[config.mk]
export PLATFORM = sky130hd
export DESIGN_NAME = slt_regs
export DESIGN_NICKNAME = d
export VERILOG_FILES = /design/src/slt_pkg.sv /design/src/slt_nvm_load.sv /design/src/slt_chan_pick.sv /design/src/slt_regs.sv
export SDC_FILE = /design/constraint.sdc
export NUM_CORES = 1
export LEC_CHECK = 0
export ABC_AREA = 1
export BUFFER_PORTS_ARGS = -buffer_cell sky130_fd_sc_hd__clkbuf_2
export CAP_MARGIN = 20
export CELL_PAD_IN_SITES_DETAIL_PLACEMENT = 1
export CELL_PAD_IN_SITES_GLOBAL_PLACEMENT = 1
export CORE_ASPECT_RATIO = 1.2
export CORE_MARGIN = 5
export CORE_UTILIZATION = 43
export CTS_BUF_LIST = sky130_fd_sc_hd__clkbuf_2 sky130_fd_sc_hd__clkbuf_4 sky130_fd_sc_hd__clkbuf_8
export DETAILED_ROUTE_END_ITERATION = 10
export MAX_ROUTING_LAYER = met4
export PLACE_DENSITY_LB_ADDON = 0.1
export SYNTH_ARGS = -nofsm -noshare
export SYNTH_HDL_FRONTEND = slang
export SYNTH_SLANG_ARGS = --single-unit
[constraint.sdc]
create_clock -name i_clk -period 3.3 [get_ports i_clk]
set_clock_uncertainty 0.2 [all_clocks]
set_input_delay 0 -clock i_clk [delete_from_list [all_inputs] [get_ports i_clk]]
set_output_delay 0 -clock i_clk [all_outputs]
set_load 0.02 [all_outputs]
[src/slt_pkg.sv]
// Purpose: shared constants and types for the short-threshold register slice
// Assumes: 8-bit register space, byte-wide data
// Notes:   select registers carry two 3-bit groups each
`default_nettype none
package slt_pkg;

	localparam int ADDR_W       = 8;
	localparam int DATA_W       = 8;
	localparam int CODE_W       = 8;
	localparam int NUM_GROUPS   = 6;
	localparam int CH_PER_GROUP = 3;
	localparam int NUM_CH       = NUM_GROUPS * CH_PER_GROUP;
	localparam int NUM_SEL      = 3;
	localparam int GROUP_LO_LSB = 0;
	localparam int GROUP_HI_LSB = 4;
	localparam int ENABLE_BIT   = 7;

	localparam logic [ADDR_W-1:0] ADDR_SEL_CD      = 8'h75;
	localparam logic [ADDR_W-1:0] ADDR_SEL_EF      = 8'h76;
	localparam logic [ADDR_W-1:0] ADDR_SEL_GH      = 8'h77;
	localparam logic [ADDR_W-1:0] ADDR_CODE_FIRST  = 8'h78;
	localparam logic [ADDR_W-1:0] ADDR_CODE_SECOND = 8'h79;
	localparam logic [ADDR_W-1:0] ADDR_DIAG_CTRL   = 8'h7a;

	localparam logic [1:0] SEL_IDX_CD = 2'h0;
	localparam logic [1:0] SEL_IDX_EF = 2'h1;
	localparam logic [1:0] SEL_IDX_GH = 2'h2;

	// writable bits of a select register; bits 7 and 3 stay zero
	localparam logic [DATA_W-1:0] SEL_MASK   = 8'h77;
	localparam logic [DATA_W-1:0] ZERO_BYTE  = 8'h00;
	localparam logic [CODE_W-1:0] CODE_RESET = 8'h00;

	// comparison voltage = code * step + base
	localparam int THRESH_STEP_UV = 125000;
	localparam int THRESH_BASE_UV = 2500000;

	typedef struct packed {
		logic [DATA_W-1:0] sel_cd;
		logic [DATA_W-1:0] sel_ef;
		logic [DATA_W-1:0] sel_gh;
		logic [CODE_W-1:0] code_first;
		logic [CODE_W-1:0] code_second;
		logic              diag_enable;
	} slt_nvm_s;

	typedef enum logic [1:0] {
		SLT_WAIT = 2'b00,
		SLT_LOAD = 2'b01,
		SLT_DONE = 2'b10
	} slt_load_e;

endpackage : slt_pkg
`default_nettype wire

[src/slt_nvm_load.sv]
// Purpose: one load pulse from the nonvolatile image after reset
// Assumes: i_valid comes from logic on the same clock
// Notes:   loads once per reset
`timescale 1ns/10ps
`default_nettype none
module slt_nvm_load (
	input  wire logic i_clk,
	input  wire logic i_rst_n,
	input  wire logic i_valid,
	output logic      o_load,
	output logic      o_done
);
	import slt_pkg::*;

	slt_load_e state;
	slt_load_e next_state;

	always_comb begin
		next_state = state;
		case (state)
			SLT_WAIT: begin
				if (i_valid) begin
					next_state = SLT_LOAD;
				end
			end
			SLT_LOAD: next_state = SLT_DONE;
			SLT_DONE: next_state = SLT_DONE;
			default:  next_state = SLT_WAIT;
		endcase
	end

	always_ff @(posedge i_clk or negedge i_rst_n) begin
		if (!i_rst_n) begin
			state <= SLT_WAIT;
		end else begin
			state <= next_state;
		end
	end

	assign o_load = (state == SLT_LOAD);
	assign o_done = (state == SLT_DONE);

endmodule : slt_nvm_load
`default_nettype wire

[src/slt_chan_pick.sv]
// Purpose: per-group threshold routing for three channels
// Assumes: inputs are the next register values
// Notes:   outputs change on the same edge as the registers
`timescale 1ns/10ps
`default_nettype none
module slt_chan_pick #(
	parameter int N = 3,
	parameter int W = 8
) (
	input  wire logic                i_clk,
	input  wire logic                i_rst_n,
	input  wire logic [N-1:0]        i_sel,
	input  wire logic [W-1:0]        i_code_first,
	input  wire logic [W-1:0]        i_code_second,
	input  wire logic                i_enable,
	output logic      [N-1:0][W-1:0] o_code,
	output logic      [N-1:0]        o_pick,
	output logic      [N-1:0]        o_run
);
	always_ff @(posedge i_clk or negedge i_rst_n) begin
		if (!i_rst_n) begin
			o_code <= '0;
			o_pick <= '0;
			o_run  <= '0;
		end else begin
			for (int c = 0; c < N; c++) begin
				o_code[c] <= i_sel[c] ? i_code_second : i_code_first;
				o_pick[c] <= i_sel[c];
				o_run[c]  <= i_enable;
			end
		end
	end

endmodule : slt_chan_pick
`default_nettype wire

[src/slt_regs.sv]
// Purpose: short-circuit threshold select and code registers, channel routing
// Assumes: single 20 MHz clock, plain strobe register port, image valid on i_clk
// Notes:   read data stand one cycle after the read strobe
`timescale 1ns/10ps
`default_nettype none
//////////////////////////////////////////////////////////////////////////////
// Function
// select bit 0 picks first code, 1 picks second code for its channel.
// bits 7 and 3 of select registers read zero, ignore writes.
// reset values of all fields come from the nonvolatile image.
// first code is 8 bits at 78h; volts = code*0.125 + 2.5.
// second code is 8 bits at 79h; volts = code*0.125 + 2.5.
// 75h holds group D picks in bits 6..4, group C in 2..0.
// 76h holds group F picks in bits 6..4, group E in 2..0.
// 77h holds group H picks in bits 6..4, group G in 2..0.
// bit 7 at 7Ah enables short diagnostics; 0 disables them.
// each channel gets its chosen code one cycle after a write.
module slt_regs (
	input  wire logic                                       i_clk,
	input  wire logic                                       i_rst_n,
	input  wire logic [slt_pkg::ADDR_W-1:0]                 i_addr,
	input  wire logic [slt_pkg::DATA_W-1:0]                 i_wdata,
	input  wire logic                                       i_wr,
	input  wire logic                                       i_rd,
	input  wire logic                                       i_nvm_valid,
	input  wire slt_pkg::slt_nvm_s                          i_nvm_image,
	output logic      [slt_pkg::DATA_W-1:0]                 o_rdata,
	output logic                                            o_nvm_loaded,
	output logic                                            o_diag_enable,
	output logic      [slt_pkg::NUM_CH-1:0][slt_pkg::CODE_W-1:0] o_ch_code,
	output logic      [slt_pkg::NUM_CH-1:0]                 o_ch_pick,
	output logic      [slt_pkg::NUM_CH-1:0]                 o_ch_run
);
	import slt_pkg::*;

	logic [NUM_SEL-1:0][DATA_W-1:0] sel_reg;
	logic [NUM_SEL-1:0][DATA_W-1:0] next_sel;
	logic [CODE_W-1:0]              code_first;
	logic [CODE_W-1:0]              next_code_first;
	logic [CODE_W-1:0]              code_second;
	logic [CODE_W-1:0]              next_code_second;
	logic                           diag_en;
	logic                           next_diag_en;
	logic [DATA_W-1:0]              next_rdata;
	logic                           nvm_load;
	logic                           nvm_done;

	//////////////////////////////////////////////////////////////////////////
	// nonvolatile image load

	slt_nvm_load u_load (
		.i_clk   (i_clk),
		.i_rst_n (i_rst_n),
		.i_valid (i_nvm_valid),
		.o_load  (nvm_load),
		.o_done  (nvm_done)
	);

	always_ff @(posedge i_clk or negedge i_rst_n) begin
		if (!i_rst_n) begin
			o_nvm_loaded <= 1'b0;
		end else begin
			o_nvm_loaded <= nvm_done | nvm_load;
		end
	end

	//////////////////////////////////////////////////////////////////////////
	// register next values; image load wins over a write

	always_comb begin
		next_sel         = sel_reg;
		next_code_first  = code_first;
		next_code_second = code_second;
		next_diag_en     = diag_en;
		if (nvm_load) begin
			next_sel[SEL_IDX_CD] = i_nvm_image.sel_cd & SEL_MASK;
			next_sel[SEL_IDX_EF] = i_nvm_image.sel_ef & SEL_MASK;
			next_sel[SEL_IDX_GH] = i_nvm_image.sel_gh & SEL_MASK;
			next_code_first      = i_nvm_image.code_first;
			next_code_second     = i_nvm_image.code_second;
			next_diag_en         = i_nvm_image.diag_enable;
		end else if (i_wr) begin
			case (i_addr)
				ADDR_SEL_CD:      next_sel[SEL_IDX_CD] = i_wdata & SEL_MASK;
				ADDR_SEL_EF:      next_sel[SEL_IDX_EF] = i_wdata & SEL_MASK;
				ADDR_SEL_GH:      next_sel[SEL_IDX_GH] = i_wdata & SEL_MASK;
				ADDR_CODE_FIRST:  next_code_first  = i_wdata;
				ADDR_CODE_SECOND: next_code_second = i_wdata;
				ADDR_DIAG_CTRL:   next_diag_en     = i_wdata[ENABLE_BIT];
				default:          next_diag_en     = diag_en;
			endcase
		end
	end

	always_ff @(posedge i_clk or negedge i_rst_n) begin
		if (!i_rst_n) begin
			sel_reg <= '0;
		end else begin
			sel_reg <= next_sel;
		end
	end

	always_ff @(posedge i_clk or negedge i_rst_n) begin
		if (!i_rst_n) begin
			code_first  <= CODE_RESET;
			code_second <= CODE_RESET;
		end else begin
			code_first  <= next_code_first;
			code_second <= next_code_second;
		end
	end

	always_ff @(posedge i_clk or negedge i_rst_n) begin
		if (!i_rst_n) begin
			diag_en       <= 1'b0;
			o_diag_enable <= 1'b0;
		end else begin
			diag_en       <= next_diag_en;
			o_diag_enable <= next_diag_en;
		end
	end

	//////////////////////////////////////////////////////////////////////////
	// read port; unmapped addresses read zero

	always_comb begin
		next_rdata = ZERO_BYTE;
		case (i_addr)
			ADDR_SEL_CD:      next_rdata = sel_reg[SEL_IDX_CD] & SEL_MASK;
			ADDR_SEL_EF:      next_rdata = sel_reg[SEL_IDX_EF] & SEL_MASK;
			ADDR_SEL_GH:      next_rdata = sel_reg[SEL_IDX_GH] & SEL_MASK;
			ADDR_CODE_FIRST:  next_rdata = code_first;
			ADDR_CODE_SECOND: next_rdata = code_second;
			ADDR_DIAG_CTRL:   next_rdata[ENABLE_BIT] = diag_en;
			default:          next_rdata = ZERO_BYTE;
		endcase
	end

	always_ff @(posedge i_clk or negedge i_rst_n) begin
		if (!i_rst_n) begin
			o_rdata <= ZERO_BYTE;
		end else if (i_rd) begin
			o_rdata <= next_rdata;
		end else begin
			o_rdata <= ZERO_BYTE;
		end
	end

	//////////////////////////////////////////////////////////////////////////
	// per-group routing, groups C..H in channel order

	for (genvar g = 0; g < NUM_GROUPS; g++) begin : g_group
		localparam int REG = g / 2;
		localparam int LSB = (g % 2 == 0) ? GROUP_LO_LSB : GROUP_HI_LSB;

		slt_chan_pick #(
			.N (CH_PER_GROUP),
			.W (CODE_W)
		) u_pick (
			.i_clk         (i_clk),
			.i_rst_n       (i_rst_n),
			.i_sel         (next_sel[REG][LSB +: CH_PER_GROUP]),
			.i_code_first  (next_code_first),
			.i_code_second (next_code_second),
			.i_enable      (next_diag_en),
			.o_code        (o_ch_code[g*CH_PER_GROUP +: CH_PER_GROUP]),
			.o_pick        (o_ch_pick[g*CH_PER_GROUP +: CH_PER_GROUP]),
			.o_run         (o_ch_run[g*CH_PER_GROUP +: CH_PER_GROUP])
		);
	end

	localparam int CH_C0 = 0;
	localparam int CH_D2 = 5;
	localparam int CH_E0 = 6;
	localparam int CH_F2 = 11;
	localparam int CH_G0 = 12;
	localparam int CH_H0 = 15;
	localparam int CH_H2 = 17;
endmodule : slt_regs
`default_nettype wire

==> results of run 1 <==
Yosys cell counts (all sizes together):
cell / n
dfrtp: 190
and3: 1
o211ai: 6
inv: 54
buf: 60
or2: 18
nor2: 22
o21ai: 4
a21oi: 1
o22ai: 8
nand4: 52
nand2: 584
ha: 3
nand3: 70
clkbuf: 5
per-layer routing:
metal  wire length (um)  vias up
li1                   -     3894
met1              13390     4192
met2              16910      309
met3               1981       60
met4                994        0
met5                  0        -
power by group through the flow:
| stage | clock network, uW | logic [uW] | registers, uW |
|---|---|---|---|
| 4_1_cts | 1580 | 7400 | 3850 |
| 3_5_place_dp | 0 | 7170 | 3890 |
| 3_3_place_gp | 0 | 6930 | 3860 |
| 5_1_grt | 1670 | 8060 | 3950 |
| 2_1_floorplan | 0 | 3770 | 4910 |
| 6_report | 1550 | 7390 | 3850 |
final timing paths:
path | cells after the start | end | from | slack, ns
worst min register to register | 2 | u_load.state[0]$_DFFE_PN0P_ | u_load.state[0]$_DFFE_PN0P_ | 0.42
min in group i_clk | 6 | g_group[1].u_pick.o_code[7]$_DFF_PN0_ | i_wdata[4] | 0.03
worst max-delay path | 9 | g_group[5].u_pick.o_code[8]$_DFF_PN0_ | u_load.state[0]$_DFFE_PN0P_ | 0.13
worst min-delay path | 2 | g_group[5].u_pick.o_code[23]$_DFF_PN0_ | i_rst_n | -0.02
max in group asynchronous | 3 | g_group[1].u_pick.o_code[19]$_DFF_PN0_ | i_rst_n | 1.96
worst max register to register | 9 | g_group[5].u_pick.o_code[8]$_DFF_PN0_ | u_load.state[0]$_DFFE_PN0P_ | 0.13
cells in the final DEF (no fill, tap or decap), drive strengths merged:
| cell | count |
|---|---|
| nand3 | 70 |
| and3 | 1 |
| a21oi | 1 |
| nand4 | 52 |
| diode | 1 |
| nor2 | 22 |
| o21ai | 4 |
| o22ai | 8 |
| o211ai | 6 |
| inv | 62 |
| or2 | 18 |
| ha | 3 |
| nand2 | 584 |
| dfrtp | 190 |
| clkbuf | 263 |
| clkinv | 6 |
| dlygate4sd3 | 55 |
| buf | 13 |
critical path: stages, from the launching register on:
cell           delay [ns]
dfrtp_1              0.40
ha_1                 0.26
inv_4                0.20
buf_4                0.30
nand3_2              0.14
nand2_4              0.30
nand2_1              0.11
dlygate4sd3_1        0.57
nand2_1              0.07
dlygate4sd3_1        0.54
kinds of logic after synthesis:
logic type / synth area share, %
buf+inv: 8.067
simple gates: 38.07
compound gates: 1.317
fa+ha+maj: 0.4116
flops: 52.13
through the flow:
step | hold slack (ns) | power [uW] | cell area (um2) | util [%] | worst slack, ns
global placement | -0.02136 | 10790 | 10270 | 49.16 | 1.102
global route | 0.04352 | 13680 | 11220 | 53.71 | 0.04337
CTS | 0.003516 | 12830 | 11220 | 53.66 | 0.1135
detailed placement | -0.02242 | 11060 | 10270 | 49.16 | 0.9947
finish | -0.02419 | 12780 | 11220 | 53.71 | 0.1273
floorplan | -0.4956 | 8675 | 9120 | - | 1.500
layout make-up:
class,count,share of cell area [%]
clock inverters,14,1.327
well taps,270,3.010
multi-input cells,769,32.38
flip-flops and latches,190,42.36
diodes,1,0.02229
repair buffers,313,16.92
clock buffers,18,2.151
inverters,54,1.828
repair_timing:
item                                    CTS  global route
hold buffers                             55             0
gates resized for setup                   0             3
endpoints found under the setup margin    0             1
hold endpoints to repair                294             0
==> results by group, run 1 <==
Synth
  • Synthesized area: 9120 um2
  • Syn Nets: 1,143
  • Cell taking the most area after synthesis: dfrtp_1
  • Seq/Total Area, Yosys: 52.13%
  • Synth top area cells: dfrtp_1 (52%), nand2_1 (22%), nand4_1 (3.6%)
  • Number of distinct library cells after synthesis: 28
  • Syn. warnings: 0
  • Share of the synthesized area in the top cell type: 52.13%
  • Yosys reg bits: 190
  • Cell count after synthesis: 1,078
  • Syn Area/Cell: 8.460 um2

Finish
  • Layout cells sized above 1: 28.72%
  • Area of the multi-input gates: 3635 um2
  • Register area: 4755 um2
  • Non-Filler Instances: 1,629
  • Most flop-heavy register: g_group.u_pick.o_code
  • Syn-to-layout area delta: 23.08%
  • Largest register FFs: 144
  • Fill cell count: 2,613
  • NumNets Final: 1,410
  • Biggest regs: g_group.u_pick.o_code x144, g_group.u_pick.o_pick x14

Timing
  • Final setup viols: 0
  • Max transition margin: 39.19%
  • RSZ-0062 raised after global routing: false
  • Final max-slew violation count: 0
  • Final Cycle Share: 96.14%
  • Fin crit period: 3.173 ns
  • Hold WS: -0.02419 ns
  • Worst-margin pin slew: 0.9121 ns
  • TNS Setup: 0 ns
  • Final Hold Violating Endpoints: 24
  • Fmax: 315.2 MHz

Global route
  • Met1 Usage GRT: 34.65%
  • Vias in the first global route: 8,997
  • Initial antenna violation count: 1
  • GR peak layer: met2
  • GRT Total Usage: 28.61%
  • Met3 GRT Util: 5.158%
  • GRT overflow: 0
  • First-pass GRT wire length: 51,170 um
  • M2 GR Usage: 48.30%
  • Pin count of the biggest net entering global routing: 111

Power
  • Sw Share: 53.40%
  • Int Pwr: 5956 uW
  • Maximum VDD drop: 0.0004530 V
  • Pwr per Cell Area: 1139 nW/um2
  • NetSw: 6825 uW
  • Leakage: 0.006346 uW
  • Clock power share: 12.1%
  • Seq pwr share: 30.1%
  • Logic pwr share: 57.8%

Route
  • DR vias: 8,455
  • Vias per inst: 5.190
  • DRT Wirelength: 33,270 um
  • DRC errors left: 0
  • DR iter-0 viols: 409
  • Drt wl/cell: 20.42 um
  • ANT nets after route: 0
  • First drt pass iteration count: 5

Place
  • Gp weighted congestion: 0.8522
  • Placed cell count: 1,541
  • Hpwl dp: 22,030 um
  • IO buf count: 245

Clocking
  • CTS tree: done
  • CTS buffer count: 17
  • Setup Buffers After CTS: 0
  • Clk slew on worst S/H paths: 0.12 ns
  • Sink Count: 190
  • Clock Root Buffer: clkbuf_8
  • CTS Buffer Depth: 2
  • Worst skew pair latency: 0.48 ns
  • CTS H-tree depth: 4

Die
  • Die width: 142.9 um
  • CORE AREA: 20,900 um2
  • Initial Utilization: 43.64%
  • Die area: 24,230 um2
  • I/O pin total: 252
  • Die Ht: 169.5 um
  • Row count: 58

Setup path
  • Critical path type: register to register
  • Crit path max fanout: 20
  • Type of origin of the critical path: register
  • Req. time, crit path: 3.52 ns
  • Crit end category: register
  • CP arrival: 3.39 ns

Run status
  • Status: complete, but fails checks
  • Violated checks: negative hold slack

Job
  • Max-cap violations: 0

Min path
  • Tightest Hold Check Type: input pin to async pin
Note: power is estimated with default switching activity, not from simulation.
==> run 2: changes to the inputs <==
--- a/config.mk
+++ b/config.mk
@@ -11,8 +11,7 @@
 export CELL_PAD_IN_SITES_DETAIL_PLACEMENT = 1
 export CELL_PAD_IN_SITES_GLOBAL_PLACEMENT = 1
 export CORE_ASPECT_RATIO = 1.2
-export CORE_MARGIN = 5
-export CORE_UTILIZATION = 43
+export CORE_UTILIZATION = 36
 export CTS_BUF_LIST = sky130_fd_sc_hd__clkbuf_2 sky130_fd_sc_hd__clkbuf_4 sky130_fd_sc_hd__clkbuf_8
 export DETAILED_ROUTE_END_ITERATION = 10
 export MAX_ROUTING_LAYER = met4
==> constraint.sdc (replaced) <==
create_clock -name i_clk -period 2.7 [get_ports i_clk]
set_clock_uncertainty 0.2 [all_clocks]
set_input_delay 0 -clock i_clk [delete_from_list [all_inputs] [get_ports i_clk]]
set_output_delay 0 -clock i_clk [all_outputs]
set_load 0.02 [all_outputs]
==> run 2 against run 1 <==
Net effect: the flow now finishes without violations; critical path type unchanged; die area grew 7.2%; core utilization shrank 7.4 points; clock power up 32%; non-clock buffer count grew 15; final cell count increased by 4.2%; power increased by 24%; first-iteration DRC count rose by 11%; design area up 2.5%; sequential share of layout area down 1.0 points; fmax is 23% higher; largest power group unchanged; highest routed layer unchanged; sequential cell count stayed put; worst setup slack got worse by 0.0030 ns.
==> results by group, run 2 (same netlist as run 1, synthesis figures left out) <==
Clocking
  • Clk slew on worst S/H paths: 0.11 ns
  • CTS buffer count: 17
  • CTS tree: done
  • Sink Count: 190
  • CTS Buffer Depth: 2
  • CTS H-tree depth: 4
  • Clock Root Buffer: clkbuf_8
  • Worst skew pair latency: 0.50 ns

Finish
  • Most common cell after layout, fill and taps aside: nand2_1
  • Layout Cell Area excl Fill: 11,510 um2
  • Layout cells sized above 1: 28.91%
  • Area of the multi-input gates: 3670 um2
  • NumNets Final: 1,425
  • Largest register FFs: 144
  • Most frequent cells in the layout: nand2_1 (532), clkbuf_2 (244), dfrtp_1 (190)
  • Biggest regs: g_group.u_pick.o_code x144, g_group.u_pick.o_pick x14
  • Most flop-heavy register: g_group.u_pick.o_code
  • Fill cell count: 3,092
  • Register area: 4755 um2
  • ANT cells: 0
  • Syn-to-layout area delta: 26.19%

Route
  • DR iter-0 viols: 452
  • DRC errors left: 0
  • First drt pass iteration count: 5
  • DR vias: 8,344
  • DRT Wirelength: 32,830 um
  • Vias per inst: 4.914
  • Drt wl/cell: 19.33 um
  • ANT nets after route: 0

Power
  • Logic pwr share: 57.6%
  • Clock power share: 12.9%
  • Maximum VDD drop: 0.0005078 V
  • Pwr per Cell Area: 1377 nW/um2
  • Seq pwr share: 29.6%
  • Leakage: 0.006427 uW
  • Sw Share: 52.26%
  • NetSw: 8283 uW
  • Int Pwr: 7568 uW

Setup path
  • Req. time, crit path: 2.94 ns
  • CP Buf/Inv Count: 5
  • Type of origin of the critical path: register
  • Crit end category: register
  • Worst path cell trace: inv_1, ha_1, inv_2, buf_4, buf_6, nand3_2, nand2_4, nand2_1, dlygate4sd3_1, nand2_1
  • Crit path largest cell delay: 0.56 ns
  • Worst path slowest cell: dlygate4sd3_1
  • Most common cell on crit path: nand2_1
  • CP arrival: 2.82 ns
  • Crit path max fanout: 21
  • Critical path type: register to register
  • Crit path max-delay family: buffers and inverters

Global route
  • GRT Total Usage: 26.81%
  • First-pass GRT wire length: 49,980 um
  • Pin count of the biggest net entering global routing: 76
  • Initial antenna violation count: 0
  • GRT overflow: 0
  • Vias in the first global route: 8,652

Timing
  • Final Hold Violating Endpoints: 0
  • Final max-slew violation count: 0
  • Final setup viols: 0
  • Fin crit period: 2.576 ns
  • RSZ-0062 raised after global routing: false
  • Final Cycle Share: 95.40%
  • Fmax: 388.2 MHz
  • Worst-margin pin slew: 0.6580 ns
  • Max transition margin: 56.14%
  • TNS Setup: 0 ns
  • Hold WS: 0.02000 ns

Job
  • Max-cap violations: 0

Die
  • CORE AREA: 24,830 um2
  • Die area: 25,980 um2
  • Initial Utilization: 36.73%
  • I/O pin total: 252
  • Die width: 147.3 um
  • Die Ht: 176.4 um
  • Row count: 63

Run status
  • Status: complete, no violations

Place
  • DP Area: 10,420 um2
  • IO buf count: 245
  • Hpwl dp: 21,680 um
  • Gp weighted congestion: 0.8229

Min path
  • Tightest Hold Check Type: input pin to register
==> run 2: cell count changes in the layout (fill, tap and decap cells not counted), sizes merged <==
cell	delta
bufinv	+2
dlygate4sd3	+8
inv	-1
diode	-1
clkinvlp	+2
buf	+7
clkinv	-3
==> run 2: cell type report <==
| type | count | area share [%] |
|---|---|---|
| Clock buffer | 18 | 2.153 |
| Clock inverter | 14 | 1.479 |
| Inverter | 54 | 1.761 |
| Multi-Input combinational cell | 769 | 31.89 |
| Sequential cell | 190 | 41.31 |
| Tap cell | 325 | 3.533 |
| Timing Repair Buffer | 328 | 17.87 |
==> run 2: path summary, 6_finish.rpt <==
path | from | end | slack [ns] | depth (start not counted)
worst min register to register | u_load.state[0]$_DFFE_PN0P_ | u_load.state[0]$_DFFE_PN0P_ | 0.42 | 2
worst min-delay path | i_wdata[4] | g_group[5].u_pick.o_code[0]$_DFF_PN0_ | 0.02 | 6
worst max register to register | u_load.state[1]$_DFFE_PN0P_ | g_group[4].u_pick.o_code[4]$_DFF_PN0_ | 0.12 | 10
min in group asynchronous | i_rst_n | g_group[5].u_pick.o_code[23]$_DFF_PN0_ | 0.44 | 3
max in group asynchronous | i_rst_n | o_rdata[0]$_DFF_PN0_ | 1.17 | 4
worst max-delay path | u_load.state[1]$_DFFE_PN0P_ | g_group[4].u_pick.o_code[4]$_DFF_PN0_ | 0.12 | 10
==> run 2: per-layer routing <==
layer | wire length [um] | vias to the layer above | track usage, % | share of wire [%]
li1 | - | 3925 | - | -
met1 | 14170 | 4100 | 32.76 | 43
met2 | 15950 | 254 | 43.28 | 49
met3 | 1478 | 65 | 4.393 | 4.5
met4 | 1230 | 0 | 12.76 | 3.7
met5 | 0 | - | - | 0
==> run 2: power groups by stage <==
stage               sequential (uW)  combinational (uW)  clock [uW]
global route                   4790               10000        2210
CTS                            4700                9130        2100
detailed placement             4750                8750           0
global placement               4750                8570           0
finish                         4680                9130        2040
floorplan                      6000                4610           0
==> run 2: timing repair <==
| item | in CTS | in global routing |
|---|---|---|
| hold buffers | 63 | 0 |
| gates resized for setup | 0 | 5 |
| setup buffers | 0 | 0 |
| hold endpoints to repair | 379 | 0 |
| endpoints found under the setup margin | 0 | 8 |
==> run 2: metrics by stage <==
stage	setup WS [ns]	util, %	std cells	total power, uW
finish	0.1243	46.35	1698	15850
global route	0.01851	46.35	1698	17010
CTS	0.06639	46.19	1698	15940
detailed placement	0.5951	41.97	1603	13500
global placement	0.6223	41.97	1603	13320
floorplan	0.9000	-	1078	10600
==> run 2: worst register-to-register path: cells and delay by family (launching register included) <==
family                   cells  cell delay (ns)
AND/OR/NAND/NOR              4             0.57
flip-flops                   1             0.34
buffers and inverters        5             1.20
adder cells (fa/ha/maj)      1             0.22
==> run 3: changes to the inputs <==
--- a/config.mk
+++ b/config.mk
@@ -8,10 +8,10 @@
 export ABC_AREA = 1
 export BUFFER_PORTS_ARGS = -buffer_cell sky130_fd_sc_hd__clkbuf_2
 export CAP_MARGIN = 20
-export CELL_PAD_IN_SITES_DETAIL_PLACEMENT = 1
-export CELL_PAD_IN_SITES_GLOBAL_PLACEMENT = 1
+export CELL_PAD_IN_SITES_DETAIL_PLACEMENT = 0
+export CELL_PAD_IN_SITES_GLOBAL_PLACEMENT = 2
 export CORE_ASPECT_RATIO = 1.2
-export CORE_UTILIZATION = 36
+export CORE_UTILIZATION = 28
 export CTS_BUF_LIST = sky130_fd_sc_hd__clkbuf_2 sky130_fd_sc_hd__clkbuf_4 sky130_fd_sc_hd__clkbuf_8
 export DETAILED_ROUTE_END_ITERATION = 10
 export MAX_ROUTING_LAYER = met4
==> run 3 against run 2 <==
Net effect: fmax up 1.1%; via count down 2.8%; count of clock-buffer cells in the layout unchanged.
==> results by group, run 3 (same netlist as run 1, synthesis figures left out) <==
Finish
  • NumNets Final: 1,430
  • Biggest regs: g_group.u_pick.o_code x144, g_group.u_pick.o_pick x14
  • Most common cell after layout, fill and taps aside: nand2_1
  • Post-Route Utilization: 36.61%
  • Syn-to-layout area delta: 29.08%
  • Layout cells sized above 1: 28.52%
  • Most frequent cells in the layout: nand2_1 (532), clkbuf_2 (244), dfrtp_1 (190)
  • Non-Filler Instances: 1,786
  • Largest register FFs: 144
  • Most flop-heavy register: g_group.u_pick.o_code

Clocking
  • CTS buffer count: 17
  • CTS H-tree depth: 4
  • Sink Count: 190
  • Worst skew pair latency: 0.49 ns
  • Setup Buffers After CTS: 0
  • CTS tree: done
  • Clk slew on worst S/H paths: 0.11 ns
  • CTS Buffer Depth: 2
  • Clock Root Buffer: clkbuf_8

Timing
  • Final setup viols: 0
  • TNS Setup: 0 ns
  • Worst-margin pin slew: 0.6222 ns
  • Fin crit period: 2.548 ns
  • RSZ-0062 raised after global routing: false
  • Max transition margin: 58.52%
  • Final Hold Violating Endpoints: 0
  • Final Cycle Share: 94.37%
  • Final max-slew violation count: 0
  • Fmax: 392.5 MHz

Place
  • Hpwl dp: 22,170 um
  • Gp weighted congestion: 0.7963
  • IO buf count: 245
  • Placed cell count: 1,680

Power
  • Pwr per Cell Area: 1374 nW/um2
  • Leakage: 0.006474 uW
  • Maximum VDD drop: 0.0004677 V

Global route
  • GRT overflow: 0
  • Initial antenna violation count: 0
  • First-pass GRT wire length: 51,690 um
  • Pin count of the biggest net entering global routing: 67
  • Vias in the first global route: 8,212
  • GRT Total Usage: 21.99%

Route
  • DRC errors left: 0
  • DR iter-0 viols: 541
  • Vias per inst: 4.540
  • First drt pass iteration count: 5
  • DR vias: 8,109
  • Drt wl/cell: 19.49 um
  • ANT nets after route: 0
  • DRT Wirelength: 34,810 um

Setup path
  • Type of origin of the critical path: register
  • Reg2reg start: u_load.state[0]$_DFFE_PN0P_
  • Crit end category: register
  • Crit path max fanout: 32
  • CP arrival: 2.78 ns
  • Req. time, crit path: 2.93 ns
  • FF-to-FF path depth: 8
  • Critical path type: register to register
  • Reg2reg setup slack: 0.15 ns
  • Critical R2R Capture: g_group[4].u_pick.o_code[13]$_DFF_PN0_

Min path
  • Tightest Hold Check Type: input pin to register
  • Hold-critical path endpoint: g_group[5].u_pick.o_code[11]$_DFF_PN0_
  • Beginning of the worst hold path: i_wdata[3]
  • Hold Path Cell Cnt: 7

Job
  • Max-cap violations: 0

Die
  • I/O pin total: 252
  • Die Ht: 199.7 um
  • CORE AREA: 32,160 um2
  • Row count: 72
  • Initial Utilization: 28.36%
  • Die area: 33,300 um2
  • Die width: 166.8 um

Run status
  • Status: complete, no violations
-- run 3: cell types whose count changed in the layout (fill, tap and decap cells not counted), moves of 2 or more --
cell / delta
buf_12: +3
buf_4: -8
clkinv_4: -2
dlygate4sd3_1: +9
inv_6: +2
nand2_4: -6
nand2_8: +6
-- run 3: worst max path at each step --
stage | endpoint | startpoint | cells past startpoint
5_1_grt | g_group[4].u_pick.o_code[13]$_DFF_PN0_ | u_load.state[1]$_DFFE_PN0P_ | 9
6_report | g_group[4].u_pick.o_code[13]$_DFF_PN0_ | u_load.state[0]$_DFFE_PN0P_ | 8
3_3_place_gp | g_group[4].u_pick.o_code[1]$_DFF_PN0_ | u_load.state[1]$_DFFE_PN0P_ | 7
4_1_cts | g_group[4].u_pick.o_code[17]$_DFF_PN0_ | u_load.state[1]$_DFFE_PN0P_ | 8
2_1_floorplan | g_group[0].u_pick.o_code[10]$_DFF_PN0_ | u_load.state[0]$_DFFE_PN0P_ | 9
3_5_place_dp | g_group[4].u_pick.o_code[1]$_DFF_PN0_ | u_load.state[1]$_DFFE_PN0P_ | 7
-- run 3: through the flow --
stage	setup WS [ns]	hold WS [ns]	total power, uW	instance area, um2
floorplan	0.9000	-0.4956	10600	9120
detailed placement	0.5783	-0.1389	13640	10520
global placement	0.5928	-0.1401	13680	10520
CTS	0.03996	0.04833	16250	11660
finish	0.1521	0.05929	16170	11770
global route	0.02001	0.08863	17510	11770
-- run 3: layout make-up --
cell class | instances | area, um2
Fill cell | 3364 | 20390
Sequential cell | 190 | 4755
Timing Repair Buffer | 332 | 2151
Clock buffer | 18 | 241.5
Multi-Input combinational cell | 770 | 3736
Inverter | 54 | 205.2
Clock inverter | 14 | 172.7
Tap cell | 407 | 509.2
Antenna cell | 1 | 2.502
-- run 3: repair_timing --
item                       CTS  global route
setup endpoints to repair    0            17
hold endpoints to repair   379             0
resized for setup            0            16
hold buffers                72             0
-- run 3: metal layers --
layer | track usage [%] | share of wire (%) | up-vias
li1 | - | - | 3945
met1 | 27.35 | 44 | 3873
met2 | 36.51 | 49 | 248
met3 | 3.724 | 4.9 | 43
met4 | 6.962 | 2.5 | 0
met5 | - | 0 | -
-- run 3: power by group --
part | switching (uW) | total (uW) | leakage, uW | internal (uW)
sequential | 565 | 4700 | 0.00241 | 4140
clock | 1200 | 2070 | 0.000209 | 872
combinational | 6700 | 9400 | 0.00386 | 2690
-- run 3: critical path, stage by stage, from the launching register on --
cell	delay, ns
dfrtp_1	0.40
ha_1	0.26
inv_4	0.19
buf_12	0.24
nand3_2	0.12
nand2_4	0.35
nand2_1	0.09
nand2_1	0.07
dlygate4sd3_1	0.53
